==> src/rtl/xcvr_defines.vh <==
// Constants for the registered bus transceiver and its register window
`ifndef XCVR_DEFINES_VH
`define XCVR_DEFINES_VH

// ==================================================
// Register byte offsets
`define XCVR_CTRL_ADR 8'h00
`define XCVR_STATUS_ADR 8'h04
`define XCVR_REGS_ADR 8'h08
`define XCVR_LOG_MASK_ADR 8'h0c
`define XCVR_LOG_DATA_ADR 8'h10
`define XCVR_ADR_W 8

// ==================================================
// Control register fields
`define XCVR_CTRL_SW_BIT 0
`define XCVR_CTRL_OEN_LSB 1
`define XCVR_CTRL_DIR_LSB 3
`define XCVR_CTRL_BSEL_LSB 5
`define XCVR_CTRL_ASEL_LSB 7
`define XCVR_CTRL_W 9
`define XCVR_CTRL_RST 9'h006

// ==================================================
// Status register fields
`define XCVR_ST_OVF_BIT 0
`define XCVR_ST_EMPTY_BIT 1
`define XCVR_ST_FULL_BIT 2
`define XCVR_ST_DRVA_LSB 4
`define XCVR_ST_DRVB_LSB 6

// ==================================================
// Capture log fields and transceiver size
`define XCVR_LOG_EMPTY_BIT 8
`define XCVR_LOG_DEPTH 4
`define XCVR_HALVES 2
`define XCVR_HALF_W 8

`endif

==> src/rtl/xcvr_top.v <==
// Registered bidirectional bus transceiver with a Wishbone register window
//
// Chosen here: the placing of the registers and the Wishbone interface to the registers.
`timescale 1ns/1ps
`include "xcvr_defines.vh"
module xcvr_top #(
    parameter HALF_W = `XCVR_HALF_W,
    parameter LOG_DEPTH = `XCVR_LOG_DEPTH
) (
    input wire clk_i,
    input wire rst_i,
    input wire cyc_i,
    input wire stb_i,
    input wire we_i,
    input wire [`XCVR_ADR_W-1:0] adr_i,
    input wire [3:0] sel_i,
    input wire [31:0] dat_i,
    output reg [31:0] dat_o,
    output reg ack_o,
    input wire [2*HALF_W-1:0] a_i,
    output wire [2*HALF_W-1:0] a_o,
    output wire [2*HALF_W-1:0] a_oe_o,
    input wire [2*HALF_W-1:0] b_i,
    output wire [2*HALF_W-1:0] b_o,
    output wire [2*HALF_W-1:0] b_oe_o,
    input wire [1:0] a_to_b_capture_clock_i,
    input wire [1:0] b_to_a_capture_clock_i,
    input wire [1:0] drive_en_n_i,
    input wire [1:0] dir_i,
    input wire [1:0] b_side_source_select_i,
    input wire [1:0] a_side_source_select_i,
    output wire log_ready_o
);
    localparam DW = 2*HALF_W;
    localparam LW = 4 + 2*DW;

    reg [`XCVR_CTRL_W-1:0] ctrl_q;
    reg ovf_q;
    reg [7:0] ctl_s1_q, ctl_s2_q;
    wire [1:0] eff_oen, eff_dir, eff_bsel, eff_asel;
    wire [DW-1:0] a_reg, b_reg;
    wire [1:0] cap_a, cap_b, drv_a, drv_b;
    wire [3:0] cap_mask;
    reg [3:0] cap_mask_q;
    wire log_in_valid, log_out_valid, log_pop;
    wire [LW-1:0] log_head;
    wire wb_req, wb_wr, wb_rd;

    // ==================================================
    // Control pin synchronisers
    always @(posedge clk_i) begin
        ctl_s1_q <= {a_side_source_select_i, b_side_source_select_i, dir_i, drive_en_n_i};
        ctl_s2_q <= ctl_s1_q;
    end

    // Software mode takes the controls from the control register
    assign eff_oen = ctrl_q[`XCVR_CTRL_SW_BIT] ? ctrl_q[`XCVR_CTRL_OEN_LSB +: 2] : ctl_s2_q[1:0];
    assign eff_dir = ctrl_q[`XCVR_CTRL_SW_BIT] ? ctrl_q[`XCVR_CTRL_DIR_LSB +: 2] : ctl_s2_q[3:2];
    assign eff_bsel = ctrl_q[`XCVR_CTRL_SW_BIT] ? ctrl_q[`XCVR_CTRL_BSEL_LSB +: 2] : ctl_s2_q[5:4];
    assign eff_asel = ctrl_q[`XCVR_CTRL_SW_BIT] ? ctrl_q[`XCVR_CTRL_ASEL_LSB +: 2] : ctl_s2_q[7:6];

    // ==================================================
    // Two independent halves
    genvar h;
    generate
        for (h = 0; h < `XCVR_HALVES; h = h + 1) begin : g_half
            xcvr_half #(
                .W(HALF_W)
            ) u_half (
                .clk_i(clk_i),
                .rst_i(rst_i),
                .a_pin_i(a_i[h*HALF_W +: HALF_W]),
                .b_pin_i(b_i[h*HALF_W +: HALF_W]),
                .a_to_b_capture_clock_i(a_to_b_capture_clock_i[h]),
                .b_to_a_capture_clock_i(b_to_a_capture_clock_i[h]),
                .drive_en_n_i(eff_oen[h]),
                .dir_i(eff_dir[h]),
                .b_side_source_select_i(eff_bsel[h]),
                .a_side_source_select_i(eff_asel[h]),
                .a_o(a_o[h*HALF_W +: HALF_W]),
                .a_oe_o(drv_a[h]),
                .b_o(b_o[h*HALF_W +: HALF_W]),
                .b_oe_o(drv_b[h]),
                .a_reg_o(a_reg[h*HALF_W +: HALF_W]),
                .b_reg_o(b_reg[h*HALF_W +: HALF_W]),
                .cap_a_o(cap_a[h]),
                .cap_b_o(cap_b[h])
            );
            assign a_oe_o[h*HALF_W +: HALF_W] = {HALF_W{drv_a[h]}};
            assign b_oe_o[h*HALF_W +: HALF_W] = {HALF_W{drv_b[h]}};
        end
    endgenerate

    // ==================================================
    // Capture log
    assign cap_mask = {cap_b, cap_a};

    // Entries are logged one cycle late so they hold the captured data
    always @(posedge clk_i) begin
        if (rst_i) begin
            cap_mask_q <= 4'h0;
        end else begin
            cap_mask_q <= cap_mask;
        end
    end

    assign log_in_valid = |cap_mask_q;

    xcvr_log_fifo #(
        .WIDTH(LW),
        .DEPTH(LOG_DEPTH),
        .AW(2)
    ) u_log (
        .clk_i(clk_i),
        .rst_i(rst_i),
        .in_valid_i(log_in_valid),
        .in_ready_o(log_ready_o),
        .in_data_i({cap_mask_q, b_reg, a_reg}),
        .out_valid_o(log_out_valid),
        .out_ready_i(log_pop),
        .out_data_o(log_head)
    );

    // ==================================================
    // Wishbone slave
    assign wb_req = cyc_i & stb_i & ~ack_o;
    assign wb_wr = wb_req & we_i;
    assign wb_rd = wb_req & ~we_i;
    assign log_pop = wb_rd & (adr_i == `XCVR_LOG_DATA_ADR);

    always @(posedge clk_i) begin
        if (rst_i) begin
            ack_o <= 1'b0;
            dat_o <= 32'h0000_0000;
            ctrl_q <= `XCVR_CTRL_RST;
            ovf_q <= 1'b0;
        end else begin
            ack_o <= wb_req;
            // Overflow set wins over its clear
            if (log_in_valid & ~log_ready_o) begin
                ovf_q <= 1'b1;
            end else if (wb_wr & (adr_i == `XCVR_STATUS_ADR) & sel_i[0] & dat_i[`XCVR_ST_OVF_BIT]) begin
                ovf_q <= 1'b0;
            end
            if (wb_wr & (adr_i == `XCVR_CTRL_ADR)) begin
                if (sel_i[0]) begin
                    ctrl_q[7:0] <= dat_i[7:0];
                end
                if (sel_i[1]) begin
                    ctrl_q[8] <= dat_i[8];
                end
            end
            if (wb_rd) begin
                case (adr_i)
                    `XCVR_CTRL_ADR: dat_o <= {{(32-`XCVR_CTRL_W){1'b0}}, ctrl_q};
                    `XCVR_STATUS_ADR: dat_o <= {24'h00_0000, drv_b, drv_a, 1'b0, ~log_ready_o,
                        ~log_out_valid, ovf_q};
                    `XCVR_REGS_ADR: dat_o <= {b_reg, a_reg};
                    `XCVR_LOG_MASK_ADR: dat_o <= {23'h00_0000, ~log_out_valid, 4'h0,
                        log_out_valid ? log_head[LW-1 -: 4] : 4'h0};
                    `XCVR_LOG_DATA_ADR: dat_o <= log_out_valid ? log_head[2*DW-1:0] : 32'h0000_0000;
                    default: dat_o <= 32'h0000_0000;
                endcase
            end
        end
    end
endmodule // xcvr_top

==> src/rtl/xcvr_log_fifo.v <==
// Small synchronous FIFO with valid and ready on both sides
`timescale 1ns/1ps
module xcvr_log_fifo #(
    parameter WIDTH = 36,
    parameter DEPTH = 4,
    parameter AW = 2
) (
    input wire clk_i,
    input wire rst_i,
    input wire in_valid_i,
    output wire in_ready_o,
    input wire [WIDTH-1:0] in_data_i,
    output wire out_valid_o,
    input wire out_ready_i,
    output wire [WIDTH-1:0] out_data_o
);
    reg [WIDTH-1:0] mem_q [0:DEPTH-1];
    reg [AW-1:0] wr_ptr_q;
    reg [AW-1:0] rd_ptr_q;
    reg [AW:0] count_q;
    wire push;
    wire pop;

    assign in_ready_o = (count_q != DEPTH[AW:0]);
    assign out_valid_o = (count_q != {(AW+1){1'b0}});
    assign push = in_valid_i & in_ready_o;
    assign pop = out_valid_o & out_ready_i;
    assign out_data_o = mem_q[rd_ptr_q];

    // ==================================================
    // Storage and pointers
    always @(posedge clk_i) begin
        if (push) begin
            mem_q[wr_ptr_q] <= in_data_i;
        end
        if (rst_i) begin
            wr_ptr_q <= {AW{1'b0}};
            rd_ptr_q <= {AW{1'b0}};
            count_q <= {(AW+1){1'b0}};
        end else begin
            if (push) begin
                wr_ptr_q <= (wr_ptr_q == DEPTH[AW-1:0] - 1'b1) ? {AW{1'b0}} : wr_ptr_q + 1'b1;
            end
            if (pop) begin
                rd_ptr_q <= (rd_ptr_q == DEPTH[AW-1:0] - 1'b1) ? {AW{1'b0}} : rd_ptr_q + 1'b1;
            end
            if (push & ~pop) begin
                count_q <= count_q + 1'b1;
            end else if (pop & ~push) begin
                count_q <= count_q - 1'b1;
            end
        end
    end
endmodule // xcvr_log_fifo

==> src/rtl/xcvr_half.v <==
// One independent half: pin synchronisers, capture registers and bus drive
`timescale 1ns/1ps
module xcvr_half #(
    parameter W = 8
) (
    input wire clk_i,
    input wire rst_i,
    input wire [W-1:0] a_pin_i,
    input wire [W-1:0] b_pin_i,
    input wire a_to_b_capture_clock_i,
    input wire b_to_a_capture_clock_i,
    input wire drive_en_n_i,
    input wire dir_i,
    input wire b_side_source_select_i,
    input wire a_side_source_select_i,
    output reg [W-1:0] a_o,
    output reg a_oe_o,
    output reg [W-1:0] b_o,
    output reg b_oe_o,
    output reg [W-1:0] a_reg_o,
    output reg [W-1:0] b_reg_o,
    output wire cap_a_o,
    output wire cap_b_o
);
    reg [W-1:0] a_s1_q, a_s2_q, b_s1_q, b_s2_q;
    reg [2:0] cab_q, cba_q;
    reg [W-1:0] b_drv_d, a_drv_d;

    // ==================================================
    // Pin synchronisers
    always @(posedge clk_i) begin
        a_s1_q <= a_pin_i;
        a_s2_q <= a_s1_q;
        b_s1_q <= b_pin_i;
        b_s2_q <= b_s1_q;
        cab_q <= {cab_q[1:0], a_to_b_capture_clock_i};
        cba_q <= {cba_q[1:0], b_to_a_capture_clock_i};
    end

    assign cap_a_o = cab_q[1] & ~cab_q[2];
    assign cap_b_o = cba_q[1] & ~cba_q[2];

    // ==================================================
    // Capture registers
    always @(posedge clk_i) begin
        if (rst_i) begin
            a_reg_o <= {W{1'b0}};
            b_reg_o <= {W{1'b0}};
        end else begin
            if (cap_a_o) begin
                a_reg_o <= a_s2_q;
            end
            if (cap_b_o) begin
                b_reg_o <= b_s2_q;
            end
        end
    end

    // ==================================================
    // Source selection and drive
    always @* begin
        b_drv_d = b_side_source_select_i ? a_reg_o : a_s2_q;
        a_drv_d = a_side_source_select_i ? b_reg_o : b_s2_q;
    end

    always @(posedge clk_i) begin
        if (rst_i) begin
            a_o <= {W{1'b0}};
            b_o <= {W{1'b0}};
            a_oe_o <= 1'b0;
            b_oe_o <= 1'b0;
        end else begin
            a_o <= a_drv_d;
            b_o <= b_drv_d;
            a_oe_o <= ~drive_en_n_i & ~dir_i;
            b_oe_o <= ~drive_en_n_i & dir_i;
        end
    end
endmodule // xcvr_half

==> config.mk <==
export PLATFORM = sky130hd
export DESIGN_NAME = xcvr_top
export DESIGN_NICKNAME = d
export VERILOG_FILES = /design/src/rtl/xcvr_top.v /design/src/rtl/xcvr_log_fifo.v /design/src/rtl/xcvr_half.v
export VERILOG_INCLUDE_DIRS = /design/src /design/src/rtl
export SDC_FILE = /design/constraint.sdc
export NUM_CORES = 1
export LEC_CHECK = 0
export ABC_AREA = 1
export BUFFER_PORTS_ARGS = -buffer_cell sky130_fd_sc_hd__buf_4
export CAP_MARGIN = 40
export CORE_UTILIZATION = 40
export CTS_CLUSTER_SIZE = 28
export DETAILED_ROUTE_END_ITERATION = 7
export PLACE_DENSITY_LB_ADDON = 0.08
export SLEW_MARGIN = 20
export SYNTH_ARGS = -nofsm -noshare
export SYNTH_HDL_FRONTEND = slang
export SYNTH_SLANG_ARGS = --single-unit
==> constraint.sdc <==
create_clock -name clk_i -period 2.85 [get_ports clk_i]
set_input_delay 0.4275 -clock clk_i [delete_from_list [all_inputs] [get_ports clk_i]]
set_output_delay 0.4275 -clock clk_i [all_outputs]
set_load 0.05 [all_outputs]
Yosys cells after proc, flatten, opt, wreduce, memory -nomap -nowiden:

Memories as Yosys holds them, arrays and structs flattened. A register that Yosys moved wholly into a read port is not among the register bits.
Index checks and enable logic that the tools add are counted.

* output and inout bits: 98
* memory bits (writable): 144
* memories kept: 1
* input bits: 93
* register bits after elaboration: 214
* logic and storage cells: 111

* multiplexer cells: 21
* bitwise gates (word level): 36
* equality and inequality tests: 7
* reductions and logical operators: 7
* add/subtract/negate cells: 4

Memory list
* u_log.mem_q: words 4, width 36, rd ports 1, clocked after memory_dff 1, write ports 1, RTL line xcvr_log_fifo.v:17 `reg [WIDTH-1:0] mem_q [0:DEPTH-1];`

Operators by type and width (count)
* case mux 32 bit (5 select lines): 1
* 2-to-1 mux 32 bit: 1
* 2-to-1 mux 8 bit: 4
* bitwise AND 1 bit: 22
* == test 8 x 4 -> 1 bit, second input constant: 2
* 2-to-1 mux 2 bit: 8
* inverter 1 bit: 14
* == test 8 x 3 -> 1 bit, second input constant: 1
* == test 8 x 5 -> 1 bit, second input constant: 1
* zero test 8 bit: 1
* 2-to-1 mux 3 bit: 2
* adder 2 x 1 -> 2 bit, second input constant: 2
* == test 2 bit, second input constant: 2
* 2-to-1 mux 1 bit: 4
* 2-to-1 mux 4 bit: 1
* AND reduction 2 bit: 2
* nonzero test 2 bit: 2
* OR reduction 4 bit: 1
* adder 3 x 1 -> 3 bit, second input constant: 1
* inequality test 3 bit, second input constant: 1
* nonzero test 3 bit: 1
* subtractor 3 x 1 -> 3 bit, second input constant: 1

Longest topological paths before layout:

* depth after elaboration: 8
* depth in mapped cells: 15
* gate-level depth less buffers: 14

By module:

From an unflattened synthesis, not the netlist that was laid out.

* cells, all modules: 1284
* area total of the unflattened synthesis: 13093.8 µm²

Modules (own cells, without submodules)
* xcvr_log_fifo: area an instance 5858.1 µm², times used 1, seq. area each 4504.3 µm², cells each 417
* xcvr_half: area an instance 2084.5 µm², times used 2, seq. area each 1441.4 µm², cells each 216
* xcvr_top: area an instance 3066.7 µm², times used 1, seq. area each 1261.2 µm², cells each 435

Worst setup path after synthesis:

OpenSTA, ideal clock, no wires.

* path type: flip-flop to flip-flop
* from: register u_log.count_q[0]
* to: memory u_log.mem_q[0][0] (enable)
* path buffers: 0
* data arrival time: 2.618 ns
* required time: 2.421 ns
* slack: -0.198 ns
* setup time: 0.429 ns
* stages on the path, launching flop included: 7
* period minus slack after synthesis: 3.048 ns
* cell sequence: dfxtp_1 inv_1 nand2_1 nor2_1 inv_1 nand2_2 nor2_1

* longest elaborated chain between the ends: 4

RTL lines
* start, declared: RTL line xcvr_log_fifo.v:20 `reg [AW:0] count_q;`
* start signal, assigned: RTL line xcvr_log_fifo.v:39 `count_q <= {(AW+1){1'b0}};`
* start signal, assigned: RTL line xcvr_log_fifo.v:48 `count_q <= count_q + 1'b1;`
* start signal, assigned: RTL line xcvr_log_fifo.v:50 `count_q <= count_q - 1'b1;`
* inequality test 3 bit: RTL line xcvr_log_fifo.v:24 `assign in_ready_o = (count_q != DEPTH[AW:0]);`
* via log_ready_o: RTL line xcvr_top.v:32 `output wire log_ready_o`
* bitwise AND 1 bit: RTL line xcvr_log_fifo.v:26 `assign push = in_valid_i & in_ready_o;`
* 2-to-1 mux 1 bit: RTL line xcvr_log_fifo.v:33 `if (push) begin`
* 2-to-1 mux 1 bit (implied by the code): RTL line xcvr_log_fifo.v:34 `mem_q[wr_ptr_q] <= in_data_i;`
* end, declared: RTL line xcvr_log_fifo.v:17

The timed path passes the listed nets, and every way through them passes these cells.

Worst setup path after layout:

* from: register u_log.count_q[0]
* to: register u_log.count_q[1]

* longest elaborated chain between the ends: 5
* elaborated cells between the ends (all ways): 13
* those cells by class: 2 x add/sub; 1 x eq/ne; 2 x mux; 6 x bitwise; 2 x reduce/logical

RTL lines
* inequality test 3 bit (*): RTL line xcvr_log_fifo.v:24
* bitwise AND 1 bit (*): RTL line xcvr_log_fifo.v:26
* via u_log.push: RTL line xcvr_log_fifo.v:21 `wire push;`
* inverter 1 bit: RTL line xcvr_log_fifo.v:49 `end else if (pop & ~push) begin`
* bitwise AND 1 bit: RTL line xcvr_log_fifo.v:49
* nonzero test 2 bit (no line)

The timed path passes the listed nets; every way through them passes the cells marked *. The select of a mux whose other input is x is not followed.
A chain may end at the register's enable or synchronous reset.

==> impl_metrics.csv <==
group,metric,value,unit
flow_run,drv_cap,0,
logic_synthesis,synth_area_leaders,"dfxtp_1 (34%), edfxtp_1 (34%), nand2_1 (5.8%)",
power,p_sw,0.00271,W
timing,hold_viol,0,
power,p_seq_frac,0.498,
logic_synthesis,synth_area,12700,um^2
timing,post-route-period-util,0.752,
logic_synthesis,post-synth-top-area-fraction,0.339,
power,swShare,0.232,
timing,skew,0.0219,ns
route,drc,0,
route,dr_total_vias,8549,
die,die_h,180,um
placement,dp_hpwl,16500,um
die,start_util,0.411,
placement,dpl_worst_slack,0.726,ns
clocking,post_cts_buffers,0,
setup_path,cp-start-kind,"flip-flop",
layout,mostFrequentLayoutCells,"dfxtp_1 (214), nand2_1 (196), buf_4 (179)",
timing,layout_setup_ws,0.707,ns
worst_hold_path,worstHoldPathType,"in2reg",
route,drt_first_pass_iters,4,
placement,dp.cells,1704,
power,combPwrFrac,0.078,
grt,antenna_found_initial,0,
setup_path,crit_required,3.25,ns
timing,slew_headroom,0.438,
grt,grt_pass1_wl,43800,um
clocking,root_buffer,"clkbuf_16",
logic_synthesis,syn_nets,1316,
route,wl_per_cell,15.3,um
placement,gp_congestion,0.709,
power,power_density,740,nW/um^2
setup_path,worstSetupEndpointType,"flip-flop",
timing,min_period,2.14,ns
layout,nets,1489,
layout,reg_top3,"u_log.mem_q (144), dat_o (32)",
layout,final_common_cell,"dfxtp_1",
logic_synthesis,synthCells,1216,
clocking,clock-sinks,360,
logic_synthesis,synth_seq_area_share,0.679,
power,clkPwrFrac,0.424,
outcome,status,"finished clean",
layout,diodes,0,
route,ant_nets,0,
logic_synthesis,yosysUniqueCellTypes,34,
grt,grt_max_degree,73,
die,coreArea,31000,um^2
timing,slew_violations,0,
route,drt-total-wl,27800,um
timing,holdWs,0.0124,ns
setup_path,cp.arrival,2.54,ns
power,irDropWorstVdd,503,uV
die,rows,64,
timing,rsz0062_at_grt,"no",
layout,largest_reg_flops,144,
setup_path,critPathKind,"reg2reg",
logic_synthesis,syn_area_per_cell,10.5,um^2
layout,drive_gt1_frac,0.195,
grt,gr-total-overflow,0,
timing,setup_viol,0,
layout,regMostFlops,"u_log.mem_q",
setup_path,cp_max_fo,9,
layout,final_cells,1815,
timing,fmax,467,MHz
clocking,cts_tree,"built",
route,via_per_inst,4.71,
logic_synthesis,yosysWarningCount,0,
power,p_leak,6.48,nW
logic_synthesis,synth-seq-cells,360,
clocking,clockBufferDepth,3,
die,die_area,32600,um^2
placement,io_buffer_count,165,
die,fp.dieW,180,um
clocking,cts_inserted_buffers,39,
power,p_int,0.00895,W
layout,area_delta_synth_final,23.6,%
clocking,insertion_delay,0.53,ns
route,drtIter0Drc,511,
timing,fin_tns_setup,0,ns
clocking,path_clk_slew,0.05,ns
logic_synthesis,synth_top_area_cell,"dfxtp_1",
grt,grt_use_total,0.171,
clocking,h-tree-depth,2,
grt,grt_pass1_vias,7953,
timing,worst_slew_pin_slew,0.840,ns
die,io_pins,191,
routing by layer:
metal	GRT usage	part of all wire	wire length, um
met5	0	0	0
met4	0.0472	0.017	461
met3	0.0311	0.044	1220
met2	0.265	0.44	12300
met1	0.243	0.50	13800
kinds of logic after synthesis:
group / count (synthesis) / synth area share
AO/OA/AOI/OAI: 306 / 0.125
AND/OR/NAND/NOR: 363 / 0.114
flip-flops: 360 / 0.679
adder cells (fa/ha/maj): 7 / 0.00746
buffers and inverters: 180 / 0.0752
power by group through the flow:
stage	Combinational [W]	Sequential (W)	Clock, W
floorplan	0.000447	0.00601	0
global placement	0.000871	0.00591	0
detailed placement	0.000876	0.00591	0
CTS	0.000918	0.00581	0.00506
global route	0.000999	0.00583	0.00531
finish	0.000909	0.00580	0.00495
per-stage QoR:
step | total power [W] | area, um^2 | utilization
3_3_place_gp | 0.00678 | 14100 | 0.454
6_report | 0.0117 | 15800 | 0.508
2_1_floorplan | 0.00646 | 12700 | -
4_1_cts | 0.0118 | 15700 | 0.507
3_5_place_dp | 0.00679 | 14100 | 0.454
5_1_grt | 0.0121 | 15800 | 0.508
layout make-up:
type | instances | area [um^2]
clock buffer | 57 | 1140
clock inverter | 14 | 135
fill | 2805 | 15200
inverter | 90 | 343
multi-input combinational | 676 | 3160
sequential | 360 | 8650
tap | 396 | 495
timing repair buffer | 222 | 1820
critical path, cell delays in order (launching register included):
cell     delay (ns)
dfxtp_1        0.33
inv_1          0.11
nand2_1        0.08
nor2_1         0.16
inv_1          0.10
nand2_2        0.26
inv_1          0.08
ha_1           0.18
inv_1          0.10
fa_1           0.42
o21ai_0        0.15
a21oi_1        0.06
path summary, 6_finish.rpt:
| path | slack (ns) | startpoint | cells past startpoint | end |
|---|---|---|---|---|
| worst max-delay path | 0.71 | u_log.count_q[0] | 11 | u_log.count_q[1] |
| worst min-delay path | 0.01 | b_side_source_select_i[1] | 1 | ctl_s1_q[5] |
| worst max register to register | 0.71 | u_log.count_q[0] | 11 | u_log.count_q[1] |
| worst min register to register | 0.32 | ctl_s1_q[2] | 0 | ctl_s2_q[2] |
Yosys cell counts, drive strengths merged:
cell    count
nand2     200
edfxtp    144
buf        76
inv        88
nor3        4
nor2      133
o21ai     181
ha          6
a21oi     116
a211oi      2
clkbuf     14
clkinv      2
o22ai       2
nand3      22
a22oi       4
dfxtp     216
nand4       4
o21bai      1
fa          1
repair_timing:
item | 4_1_cts | 5_1_grt
hold buffers | 37 | 1
gates resized for setup | 0 | 0
endpoints found under the hold margin | 37 | 1
Note: power is estimated with default switching activity, not from simulation.
